### src/dls_defines.vh
`ifndef DLS_DEFINES_VH
`define DLS_DEFINES_VH

// ----------------------------------------------------------------------------
// Clock and time base
// ----------------------------------------------------------------------------
// System clock rate in MHz and microseconds in one second.
`define DLS_CLK_MHZ       250
`define DLS_US_PER_S      1000000
// Polling direction is swapped after this many seconds (60).
`define DLS_DIR_SWAP_S    10'h03c
// Retry interval in minutes (10) and the same interval in seconds.
`define DLS_RETRY_MIN     10'h00a
`define DLS_SEC_PER_MIN   10'h03c
`define DLS_RETRY_S       (`DLS_RETRY_MIN * `DLS_SEC_PER_MIN)

// ----------------------------------------------------------------------------
// Loop geometry
// ----------------------------------------------------------------------------
// Highest unit address on one loop (99 units).
`define DLS_MAX_UNITS     7'h63
// Lowest unit address polled in a round.
`define DLS_FIRST_UNIT    7'h01

// ----------------------------------------------------------------------------
// Address jumpers
// ----------------------------------------------------------------------------
// Bit positions of the jumpers inside the board number.
`define DLS_JMP_BIT0      0
`define DLS_JMP_BIT1      1
`define DLS_JMP_BIT2      2
// This board type leaves the third jumper out of the board number.
`define DLS_USE_JUMPER2   1'b0
// Board number held until the jumpers have been sampled.
`define DLS_BOARD_RST     3'h0

// ----------------------------------------------------------------------------
// Fault kinds reported on the fault port
// ----------------------------------------------------------------------------
`define DLS_FK_NONE       2'h0
`define DLS_FK_CUTOFF     2'h1
`define DLS_FK_SHORT      2'h2
`define DLS_FK_NOREPLY    2'h3

`endif

### src/dls_loop_ctrl.v
`timescale 1ns/100ps
`default_nettype none

`include "dls_defines.vh"

// Supervision of one detector loop: polling rounds, break and short handling.
module dls_loop_ctrl
(
  input  wire       clk_sys,
  input  wire       reset_n,
  input  wire       clk_en,
  input  wire       dir_tick,
  input  wire       retry_tick,
  input  wire       short_seen,
  input  wire [6:0] unit_limit,
  input  wire       answer_ok,
  input  wire       answer_none,
  input  wire       nr_taken,
  output reg        poll_req,
  output reg  [6:0] poll_unit,
  output reg        drive_a,
  output reg        drive_b,
  output reg        dual,
  output reg        cutoff,
  output reg        shorted,
  output reg        nr_valid,
  output reg  [6:0] nr_unit
);

  localparam [2:0] S_START = 3'h0;
  localparam [2:0] S_POLL  = 3'h1;
  localparam [2:0] S_WAIT  = 3'h2;
  localparam [2:0] S_HOLD  = 3'h3;
  localparam [2:0] S_NEXT  = 3'h4;
  localparam [2:0] S_END   = 3'h5;
  localparam [2:0] S_OFF   = 3'h6;

  reg [2:0] state;
  reg [6:0] unit;
  reg       dir;
  reg       any_silent;
  reg       reported;
  reg       retry_pend;

  // --------------------------------------------------------------------------
  // Round sequencer
  // --------------------------------------------------------------------------
  // A short overrides every state but S_OFF; a pending no-reply stays until taken.
  always @(posedge clk_sys or negedge reset_n)
  begin
    if (!reset_n)
    begin
      state      <= S_START;
      unit       <= `DLS_FIRST_UNIT;
      dir        <= 1'b0;
      any_silent <= 1'b0;
      reported   <= 1'b0;
      retry_pend <= 1'b0;
      poll_req   <= 1'b0;
      poll_unit  <= `DLS_FIRST_UNIT;
      drive_a    <= 1'b0;
      drive_b    <= 1'b0;
      dual       <= 1'b0;
      cutoff     <= 1'b0;
      shorted    <= 1'b0;
      nr_valid   <= 1'b0;
      nr_unit    <= 7'h00;
    end
    else if (clk_en)
    begin
      poll_req <= 1'b0;
      if (nr_valid && nr_taken)
        nr_valid <= 1'b0;
      if (dir_tick)
        dir <= ~dir;
      if (retry_tick && dual)
        retry_pend <= 1'b1;
      if (short_seen && state != S_OFF)
      begin
        state   <= S_OFF;
        drive_a <= 1'b0;
        drive_b <= 1'b0;
        shorted <= 1'b1;
      end
      else
      begin
        case (state)
          S_START:
          begin
            // One end drives in normal rounds, both ends after a break.
            unit       <= `DLS_FIRST_UNIT;
            any_silent <= 1'b0;
            drive_a    <= dual | ~dir;
            drive_b    <= dual | dir;
            if (unit_limit != 7'h00)
              state <= S_POLL;
          end
          S_POLL:
          begin
            poll_req  <= 1'b1;
            poll_unit <= unit;
            state     <= S_WAIT;
          end
          S_WAIT:
          begin
            if (answer_none)
            begin
              any_silent <= 1'b1;
              if (dual && !reported)
              begin
                nr_valid <= 1'b1;
                nr_unit  <= unit;
                state    <= S_HOLD;
              end
              else
                state <= S_NEXT;
            end
            else if (answer_ok)
              state <= S_NEXT;
          end
          S_HOLD:
          begin
            if (!nr_valid)
              state <= S_NEXT;
          end
          S_NEXT:
          begin
            if (unit >= unit_limit)
              state <= S_END;
            else
            begin
              unit  <= unit + 7'h01;
              state <= S_POLL;
            end
          end
          S_END:
          begin
            state <= S_START;
            if (!dual)
            begin
              if (any_silent)
                dual <= 1'b1;
              else
              begin
                // A clean one-ended round proves the loop whole again.
                cutoff   <= 1'b0;
                shorted  <= 1'b0;
                reported <= 1'b0;
              end
            end
            else
            begin
              if (!reported)
              begin
                reported <= 1'b1;
                if (!any_silent)
                  cutoff <= 1'b1;
              end
              if (retry_pend)
              begin
                dual       <= 1'b0;
                retry_pend <= 1'b0;
              end
            end
          end
          S_OFF:
          begin
            drive_a <= 1'b0;
            drive_b <= 1'b0;
            if (retry_tick)
            begin
              dual  <= 1'b0;
              state <= S_START;
            end
          end
          default:
            state <= S_START;
        endcase
      end
    end
  end

endmodule // dls_loop_ctrl

`default_nettype wire

### src/dls_supervisor.v
// How it works
// The board number is read from the jumpers as a binary value, a fitted jumper being one and the first jumper the low bit.
// On this board only the first two jumpers count and the third is ignored.
// Four loops, numbered 0 to 3, are each supervised by a controller of their own.
// Each loop polls unit addresses 1 up to the configured count, never above 99.
// Normal rounds drive one end of the loop and the driven end swaps every 60 seconds.
// A break next to the panel shows as silence after the next swap, so its fault follows within 60 to 100 seconds.
// A round with silent units switches the loop to polling from both ends.
// If every unit answers under two-ended polling, one cut-off fault names loop, board and panel.
// Each unit still silent under two-ended polling raises its own no-reply fault with its number.
// Every tenth minute a one-ended round is tried again, and a clean one restores normal polling.
// A short stops polling, releases both ends and raises a short-circuit fault naming loop, board and panel.
// A shorted loop is tried again every tenth minute and resumes once the short is gone.
// Isolators on the loop cut off only the shorted segment, so units beyond it keep answering; here a short stops polling of the whole loop.
// Silence past some point of a one-ended round means a break, and a raised fault is held until acknowledged.
`timescale 1ns/100ps
`default_nettype none

`include "dls_defines.vh"

module dls_supervisor
#(
  // Clock cycles in one second; shorten for simulation.
  parameter SEC_CYCLES = `DLS_CLK_MHZ * `DLS_US_PER_S
)
(
  input  wire        clk_sys,
  input  wire        reset_n,
  input  wire        clk_en,
  input  wire        addr_jumper_bit0,
  input  wire        addr_jumper_bit1,
  input  wire        addr_jumper_bit2,
  input  wire [4:0]  panel_index,
  input  wire [27:0] unit_count,
  input  wire [3:0]  short_sense,
  input  wire [3:0]  answer_ok,
  input  wire [3:0]  answer_none,
  input  wire        fault_ack,
  output wire [3:0]  poll_req,
  output wire [27:0] poll_unit,
  output wire [3:0]  drive_a,
  output wire [3:0]  drive_b,
  output wire [3:0]  loop_dual,
  output wire [3:0]  loop_cutoff,
  output wire [3:0]  loop_shorted,
  output reg  [2:0]  board_no,
  output reg         fault_valid,
  output reg  [1:0]  fault_kind,
  output reg  [1:0]  fault_loop,
  output reg  [2:0]  fault_board,
  output reg  [4:0]  fault_panel,
  output reg  [6:0]  fault_unit
);

  localparam [31:0] SEC_LAST = SEC_CYCLES - 1;

  // --------------------------------------------------------------------------
  // Helper functions
  // --------------------------------------------------------------------------
  // Board number from the three jumpers, honouring the third-jumper option.
  function [2:0] dls_board;
    input j0;
    input j1;
    input j2;
    input use_j2;
    begin
      dls_board = 3'h0;
      dls_board[`DLS_JMP_BIT0] = j0;
      dls_board[`DLS_JMP_BIT1] = j1;
      dls_board[`DLS_JMP_BIT2] = j2 & use_j2;
    end
  endfunction

  // Lowest set bit of a loop mask, used by every fault source.
  function [1:0] dls_first;
    input [3:0] mask;
    begin
      if (mask[0])
        dls_first = 2'h0;
      else if (mask[1])
        dls_first = 2'h1;
      else if (mask[2])
        dls_first = 2'h2;
      else
        dls_first = 2'h3;
    end
  endfunction

  // --------------------------------------------------------------------------
  // Pin synchronisers
  // --------------------------------------------------------------------------
  reg [2:0] jmp_meta;
  reg [2:0] jmp_sync;
  reg [3:0] short_meta;
  reg [3:0] short_sync;

  // Jumpers and short sensing are pins; each passes two flip-flops.
  always @(posedge clk_sys or negedge reset_n)
  begin
    if (!reset_n)
    begin
      jmp_meta   <= 3'h0;
      jmp_sync   <= 3'h0;
      short_meta <= 4'h0;
      short_sync <= 4'h0;
    end
    else if (clk_en)
    begin
      jmp_meta   <= {addr_jumper_bit2, addr_jumper_bit1, addr_jumper_bit0};
      jmp_sync   <= jmp_meta;
      short_meta <= short_sense;
      short_sync <= short_meta;
    end
  end

  // Board number is refreshed from the synchronised jumpers every cycle.
  always @(posedge clk_sys or negedge reset_n)
  begin
    if (!reset_n)
      board_no <= `DLS_BOARD_RST;
    else if (clk_en)
      board_no <= dls_board(jmp_sync[0], jmp_sync[1], jmp_sync[2],
                            `DLS_USE_JUMPER2);
  end

  // --------------------------------------------------------------------------
  // Time base
  // --------------------------------------------------------------------------
  reg [31:0] sec_cnt;
  reg        sec_tick;
  reg [9:0]  swap_sec;
  reg [9:0]  retry_sec;
  reg        dir_tick;
  reg        retry_tick;

  // One-second prescaler; all loops share the swap and retry ticks.
  always @(posedge clk_sys or negedge reset_n)
  begin
    if (!reset_n)
    begin
      sec_cnt  <= 32'h0;
      sec_tick <= 1'b0;
    end
    else if (clk_en)
    begin
      sec_tick <= (sec_cnt == SEC_LAST);
      if (sec_cnt == SEC_LAST)
        sec_cnt <= 32'h0;
      else
        sec_cnt <= sec_cnt + 32'h1;
    end
  end

  // The swap period bounds how late a break beside the panel is seen: the
  // next swap finds the near units silent, so a round must stay short.
  always @(posedge clk_sys or negedge reset_n)
  begin
    if (!reset_n)
    begin
      swap_sec   <= 10'h000;
      retry_sec  <= 10'h000;
      dir_tick   <= 1'b0;
      retry_tick <= 1'b0;
    end
    else if (clk_en)
    begin
      dir_tick   <= 1'b0;
      retry_tick <= 1'b0;
      if (sec_tick)
      begin
        if (swap_sec == `DLS_DIR_SWAP_S - 10'h001)
        begin
          swap_sec <= 10'h000;
          dir_tick <= 1'b1;
        end
        else
          swap_sec <= swap_sec + 10'h001;
        if (retry_sec == `DLS_RETRY_S - 10'h001)
        begin
          retry_sec  <= 10'h000;
          retry_tick <= 1'b1;
        end
        else
          retry_sec <= retry_sec + 10'h001;
      end
    end
  end

  // --------------------------------------------------------------------------
  // Loop controllers
  // --------------------------------------------------------------------------
  wire [3:0]  nr_valid;
  wire [27:0] nr_unit;
  reg  [3:0]  nr_taken;

  genvar g;
  generate
    for (g = 0; g < 4; g = g + 1)
    begin : g_loop
      wire [6:0] req_count;
      wire [6:0] limit;

      // Configured counts above the loop capacity are clamped.
      assign req_count = unit_count[g*7 +: 7];
      assign limit     = (req_count > `DLS_MAX_UNITS) ? `DLS_MAX_UNITS
                                                      : req_count;

      // Each loop is supervised on its own.
      dls_loop_ctrl u_loop
      (
        .clk_sys     (clk_sys),
        .reset_n     (reset_n),
        .clk_en      (clk_en),
        .dir_tick    (dir_tick),
        .retry_tick  (retry_tick),
        .short_seen  (short_sync[g]),
        .unit_limit  (limit),
        .answer_ok   (answer_ok[g]),
        .answer_none (answer_none[g]),
        .nr_taken    (nr_taken[g]),
        .poll_req    (poll_req[g]),
        .poll_unit   (poll_unit[g*7 +: 7]),
        .drive_a     (drive_a[g]),
        .drive_b     (drive_b[g]),
        .dual        (loop_dual[g]),
        .cutoff      (loop_cutoff[g]),
        .shorted     (loop_shorted[g]),
        .nr_valid    (nr_valid[g]),
        .nr_unit     (nr_unit[g*7 +: 7])
      );
    end
  endgenerate

  // --------------------------------------------------------------------------
  // Fault reporting
  // --------------------------------------------------------------------------
  reg  [3:0] cut_q;
  reg  [3:0] short_q;
  reg  [3:0] cut_pend;
  reg  [3:0] short_pend;
  reg  [3:0] cut_take;
  reg  [3:0] short_take;
  reg  [1:0] pick;
  reg        load;
  reg  [1:0] next_kind;
  reg  [6:0] next_unit;
  wire [3:0] cut_rise;
  wire [3:0] short_rise;
  wire       port_free;

  assign cut_rise   = loop_cutoff & ~cut_q;
  assign short_rise = loop_shorted & ~short_q;
  // The port takes a new fault once the held one has been acknowledged.
  assign port_free  = ~fault_valid | fault_ack;

  // Shorts go first, then cut-offs, then single silent units.
  always @*
  begin
    pick       = 2'h0;
    load       = 1'b0;
    next_kind  = `DLS_FK_NONE;
    next_unit  = 7'h00;
    cut_take   = 4'h0;
    short_take = 4'h0;
    nr_taken   = 4'h0;
    if (port_free)
    begin
      if (short_pend != 4'h0)
      begin
        pick       = dls_first(short_pend);
        load       = 1'b1;
        next_kind  = `DLS_FK_SHORT;
        short_take[pick] = 1'b1;
      end
      else if (cut_pend != 4'h0)
      begin
        pick      = dls_first(cut_pend);
        load      = 1'b1;
        next_kind = `DLS_FK_CUTOFF;
        cut_take[pick] = 1'b1;
      end
      else if (nr_valid != 4'h0)
      begin
        pick      = dls_first(nr_valid);
        load      = 1'b1;
        next_kind = `DLS_FK_NOREPLY;
        next_unit = nr_unit[pick*7 +: 7];
        nr_taken[pick] = 1'b1;
      end
    end
  end

  // A new cut-off or short arriving as its pending bit is taken stays set.
  always @(posedge clk_sys or negedge reset_n)
  begin
    if (!reset_n)
    begin
      cut_q      <= 4'h0;
      short_q    <= 4'h0;
      cut_pend   <= 4'h0;
      short_pend <= 4'h0;
    end
    else if (clk_en)
    begin
      cut_q      <= loop_cutoff;
      short_q    <= loop_shorted;
      cut_pend   <= (cut_pend & ~cut_take) | cut_rise;
      short_pend <= (short_pend & ~short_take) | short_rise;
    end
  end

  // The fault word is held until the operator side acknowledges it.
  always @(posedge clk_sys or negedge reset_n)
  begin
    if (!reset_n)
    begin
      fault_valid <= 1'b0;
      fault_kind  <= `DLS_FK_NONE;
      fault_loop  <= 2'h0;
      fault_board <= `DLS_BOARD_RST;
      fault_panel <= 5'h00;
      fault_unit  <= 7'h00;
    end
    else if (clk_en)
    begin
      if (load)
      begin
        fault_valid <= 1'b1;
        fault_kind  <= next_kind;
        fault_loop  <= pick;
        fault_board <= board_no;
        fault_panel <= panel_index;
        fault_unit  <= next_unit;
      end
      else if (fault_ack)
        fault_valid <= 1'b0;
    end
  end

endmodule // dls_supervisor

`default_nettype wire

### config.mk
export PLATFORM = sky130hd
export DESIGN_NAME = dls_supervisor
export DESIGN_NICKNAME = d
export VERILOG_FILES = /design/src/dls_loop_ctrl.v /design/src/dls_supervisor.v
export VERILOG_INCLUDE_DIRS = /design/src
export SDC_FILE = /design/constraint.sdc
export NUM_CORES = 1
export LEC_CHECK = 0
export BUFFER_PORTS_ARGS = -buffer_cell sky130_fd_sc_hd__buf_2
export CORE_UTILIZATION = 24
export CTS_CLUSTER_DIAMETER = 80
export CTS_CLUSTER_SIZE = 16
export DETAILED_ROUTE_END_ITERATION = 16
export PLACE_DENSITY = 0.42
export SETUP_SLACK_MARGIN = 0.5
export SLEW_MARGIN = 0
export SYNTH_ARGS = -nofsm -noshare
export SYNTH_HDL_FRONTEND = slang
export SYNTH_SLANG_ARGS = --single-unit
export TNS_END_PERCENT = 100
### constraint.sdc
create_clock -name clk_sys -period 4.18 [get_ports clk_sys]
set_clock_uncertainty 0.1 [all_clocks]
set_input_delay 0.836 -clock clk_sys [delete_from_list [all_inputs] [get_ports clk_sys]]
set_output_delay 0.836 -clock clk_sys [all_outputs]
set_load 0.01 [all_outputs]
# Word level (Yosys, flattened, before mapping)
# Cells that the tools add are included.
# word_totals
input_bits,52
out_inout_bits,75
word_cells,534
reg_bits,244
# classes
n_reduce_logical,99
multipliers,1
n_eq_ne,75
shift,1
n_bitwise,32
add_sub_neg,7
magnitude_cmp,14
n_mux,224
# ops
op,n
$mux 1,121
$mux 3,29
$mux 7,12
$reduce_and 4->1,20
$pmux 3 s6,4
$reduce_and 5->1,12
$pmux 7 s2,4
$ne 2x2->1 const B,24
$mux 2,23
$eq 3x3->1 const B,12
$mux 4,9
$reduce_bool 2->1,17
$add 32x1->32 const B,1
$eq 32x28->1 const B,1
$mux 32,1
$pmux 1 s2,16
$add 7x1->7 const B,4
$ge 7x7->1,4
$gt 7x7->1 const B,4
$reduce_bool 7->1,4
$shiftx 28x6->7,1
$eq 3x2->1 const B,8
$ne 3x3->1 const B,8
$add 10x1->10 const B,2
24 further kinds,112

# Logic depth before layout (Yosys ltp)
# depth
depth_word,21
mapped_depth,10
depth_no_buf,9

# By module
# From an unflattened synthesis, not the netlist that was laid out.
# hier_totals
hier_cells,1269
hier_area_um2,12904.9
# modules_own_cells
module,seq_area_each_um2,n_inst,area_per_inst_um2,cells_each
dls_loop_ctrl,878.3,4,1929.4,188
dls_supervisor,2602.5,1,5187.5,517

# Worst setup path before layout
# OpenSTA, ideal clock, no wires.
# synth_path
path_type,input port to flip-flop
start,input port unit_count[17]
end,register g_loop[2].u_loop.unit[6]
arrival_time_ps,3035
required_time_ps,4003
path_stages,10
setup_time_ps,77
slack_ps,968
n_path_buf,1
path_cell_list,nor3_1 -> nor2_1 -> or2_2 -> ha_1 -> nand2b_4 -> a2111oi_4 -> nor3b_1 -> buf_6 -> or4_1 -> a21oi_1
# synth_between
elab_chain_cells,5
# synth_lines
element,line,rtl
from (decl),dls_supervisor.v:34,"input wire [27:0] unit_count,"
$gt 7x7->1 (no source line),--,
$mux 7 (*),dls_supervisor.v:205,assign limit = (req_count > `DLS_MAX_UNITS) ? `DLS_MAX_UNITS
$ge 7x7->1 (*),dls_loop_ctrl.v:128,if (unit >= unit_limit)
$ne 2x2->1 (no source line) (*),--,
$reduce_and 4->1 (no source line) (*),--,
to (signal assigned),dls_loop_ctrl.v:54,unit <= `DLS_FIRST_UNIT;
to (signal assigned),dls_loop_ctrl.v:91,unit <= `DLS_FIRST_UNIT;
to (signal assigned),dls_loop_ctrl.v:132,unit <= unit + 7'h01;
to (decl),dls_loop_ctrl.v:39,reg [6:0] unit;
# Every way passes the cells marked *; elsewhere a longest branch is shown, timed or not.
# A chain may end at the register's enable or synchronous reset.

# Worst setup path after layout
# layout_path
start,input port unit_count[17]
end,register g_loop[2].u_loop.unit[0]
# The elaborated chain is that of the path after synthesis.

==> impl_metrics.json <==
{
  "status": "complete, no violations",
  "hold_viol_final": 0,
  "cts.sinks": 244,
  "worstSetupStartpoint": "unit_count[17]",
  "intPower_uw": 4700,
  "yosysSeqAreaShare_pct": 47.9,
  "slowest_stage": "nor3b_1",
  "die_w_um": 233,
  "postLayoutCellArea_um2": 14700,
  "worstSetupStartpointType": "primary input",
  "clock_power_share_pct": 30.3,
  "worstPathMaxFanout": 12,
  "cts_buffers": 24,
  "cts_hold_buf": 0,
  "io_pins": 127,
  "power_frac_comb_pct": 22.4,
  "multi_input_area_um2": 6050,
  "synth_edf_count": 0,
  "cts_tree": "built",
  "finalWirelength_um": 33900,
  "rsz0062_at_grt": "no",
  "drtAntennaViolNets": 0,
  "synth.most_common_cell": "dfrtp_1",
  "grt_max_degree": 82,
  "diodes": 0,
  "io_buffers": 123,
  "grt_pass1_wl_um": 53700,
  "clockRootBuffer": "clkbuf_16",
  "ys_top_cells_by_count": "dfrtp_1 (236), nand2_1 (143), nor2_1 (85)",
  "syn_area_per_cell_um2": 10.3,
  "nFillCells": 5589,
  "via_per_inst": 4.62,
  "cp.required_ns": 4.52,
  "p_sw_uw": 2590,
  "critPathMaxStageDelay_ns": 0.92,
  "cts_resized": 0,
  "place_hpwl_um": 24500,
  "cts_setup_buffers": 0,
  "max_freq_mhz": 335,
  "synthArstFlopShare_pct": 100,
  "drc": 0,
  "start_util_pct": 24.3,
  "fin_util_pct": 28.0,
  "min_period_over_period_pct": 71.5,
  "ys_seq_elements": 244,
  "hold_path_class": "in2async",
  "clock_path_buffers": 3,
  "fin_crit_ns": 2.99,
  "clk_pin_slew_worst_paths_ns": 0.07,
  "yosysWarningCount": 0,
  "drive_gt1_share_pct": 22.5,
  "die_h_um": 233,
  "total_power_uw": 7290,
  "area_delta_synth_final_pct": 15.4,
  "cap_viol_max_count": 0,
  "dr.pass1.iters": 5,
  "max_slew_margin_pct": 24.6,
  "fin_setup_tns_ns": 0,
  "syn_area_um2": 12800,
  "synthDistinctLibCells": 91,
  "worstPathCellList": "buf_2 > nor3_1 > nor2_1 > or2_2 > ha_1 > nand2b_4 > a2111oi_4 > nor3b_1 > o21ai_0 > a21boi_0",
  "maxSlewViolCount": 0,
  "core-area_um2": 52600,
  "cp.arrival_ns": 3.33,
  "regArea_um2": 6120,
  "antenna_found_initial": 0,
  "syn_inst": 1245,
  "r2r-start": "g_loop[2].u_loop.unit[0]",
  "path_class": "in2reg",
  "grtUsageTotal_pct": 12.5,
  "power_density_nw_per_um2": 495,
  "die_area_um2": 54100,
  "htree_levels": 1,
  "critPathCaptureType": "flip-flop",
  "grt_pass1_vias": 9362,
  "synth_area_leader_cell": "dfrtp_1",
  "synthTopCellsByArea": "dfrtp_1 (46%), mux2_2 (6.6%), nand2_1 (4.2%)",
  "post_drt_wl_per_cell_um": 16.7,
  "peakVddDrop_v": 0.000262,
  "power_frac_seq_pct": 47.4,
  "dr.first_iter.drc_count": 514,
  "synth_top_area_share_pct": 46.3,
  "numPlacedInstances": 1990,
  "overflow": 0,
  "clock_latency_ns": 0.55,
  "placed_area_um2": 14000,
  "setup_viol": 0,
  "leakagePower_uw": 0.00672,
  "vias": 9381,
  "switching_share_pct": 35.5,
  "yosys_most_used_dff": "dfrtp_1",
  "tightest_slew_ns": 1.13,
  "final-instance-count-excl-fill": 2031,
  "num_rows": 84,
  "place_congestion": 0.781,
  "fin_nets": 1415
}
==> path summary, 6_finish.rpt <==
path,slack [ns],endpoint,cells after the start
min in group clk_sys,0.34,cut_pend[3],1
min,0.17,fault_panel[1],1
max in group asynchronous,2.96,g_loop[2].u_loop.state[0],2
max,1.19,g_loop[2].u_loop.unit[0],10
max reg2reg,1.49,g_loop[2].u_loop.unit[0],7
min reg2reg,0.34,cut_pend[3],1
==> registers in the layout, summed over array words and instances, names as in the netlist, 5 cells and up <==
signal,count
sec_cnt,32
g_loop.u_loop.nr_unit,28
g_loop.u_loop.poll_unit,28
g_loop.u_loop.unit,28
g_loop.u_loop.state,12
retry_sec,10
swap_sec,10
fault_unit,7
fault_panel,5
==> routing by layer <==
layer | part of all wire, % | track usage [%] | vias up | wire, um
met5 | 0 | 0 | - | 0
met4 | 1.4 | 2.00 | 0 | 488
met3 | 3.5 | 2.22 | 34 | 1190
met2 | 47 | 20.7 | 134 | 16000
met1 | 48 | 17.2 | 4625 | 16200
li1 | - | - | 4588 | -
==> logic make-up (layout without fill, tap and decap cells) <==
group | count (synthesis) | in the layout | share of synthesized area (%)
simple gates | 456 | 456 | 19.0
flops | 244 | 244 | 47.9
compound gates | 228 | 228 | 12.0
buf+inv | 123 | 220 | 4.71
mux | 105 | 105 | 9.25
xor+xnor | 53 | 53 | 3.64
fa+ha+maj | 35 | 35 | 3.43
other cells | 1 | 2 | 0.0294
==> stage by stage <==
stage,worst slack (ns),hold slack [ns]
after floorplan,0.968,0.316
after global placement,0.661,0.323
after detailed placement,0.646,0.331
after CTS,1.22,0.196
after global routing,0.907,0.219
final,1.19,0.172
==> power by group through the flow <==
stage	clock (uW)	sequential (uW)	combinational [uW]
floorplan	0	3130	1420
global placement	0	3520	1640
detailed placement	0	3520	1650
CTS	2320	3480	1660
global route	2390	3560	1860
finish	2210	3450	1630
==> critical path, delay by kind of cell <==
| kind | cells | cell delay, ns |
|---|---|---|
| buffers and inverters | 1 | 0.10 |
| AOI/OAI and AO/OA | 3 | 0.44 |
| adders and majority gates | 1 | 0.28 |
| and+or+nand+nor | 5 | 1.67 |
==> area by class of cell <==
class / count / area share, %
Sequential cell: 244 / 41.5
Multi-Input combinational cell: 879 / 41.1
Tap cell: 688 / 5.84
Timing Repair Buffer: 135 / 5.20
Clock buffer: 31 / 4.53
Inverter: 44 / 1.12
Clock inverter: 10 / 0.730
==> placed cells by master, fill, tap and decap left out, types with 6 or more instances in the layout <==
| master | instances |
|---|---|
| o21ai_0 | 57 |
| nand2_1 | 143 |
| dfstp_2 | 8 |
| and3_1 | 12 |
| and2_1 | 7 |
| o22ai_1 | 6 |
| a211oi_1 | 8 |
| o31ai_1 | 16 |
| dfrtp_1 | 236 |
| o211ai_1 | 6 |
| xor2_1 | 26 |
| mux2_4 | 7 |
| nand4_1 | 25 |
| buf_4 | 8 |
| a21o_1 | 13 |
| nor3_1 | 31 |
| o21ai_1 | 9 |
| nor4_1 | 10 |
| ha_1 | 35 |
| or3_1 | 8 |
| nand3_1 | 36 |
| clkbuf_16 | 25 |
| a31oi_1 | 9 |
| mux2i_1 | 22 |
| o2bb2ai_1 | 6 |
| mux2_2 | 75 |
| inv_1 | 43 |
| a21oi_1 | 42 |
| nor2_1 | 85 |
| nand2b_1 | 22 |
| nand3b_1 | 9 |
| or4_1 | 9 |
| buf_2 | 122 |
| nor2b_1 | 12 |
| xnor2_1 | 27 |
Note: power is estimated with default switching activity, not from simulation.
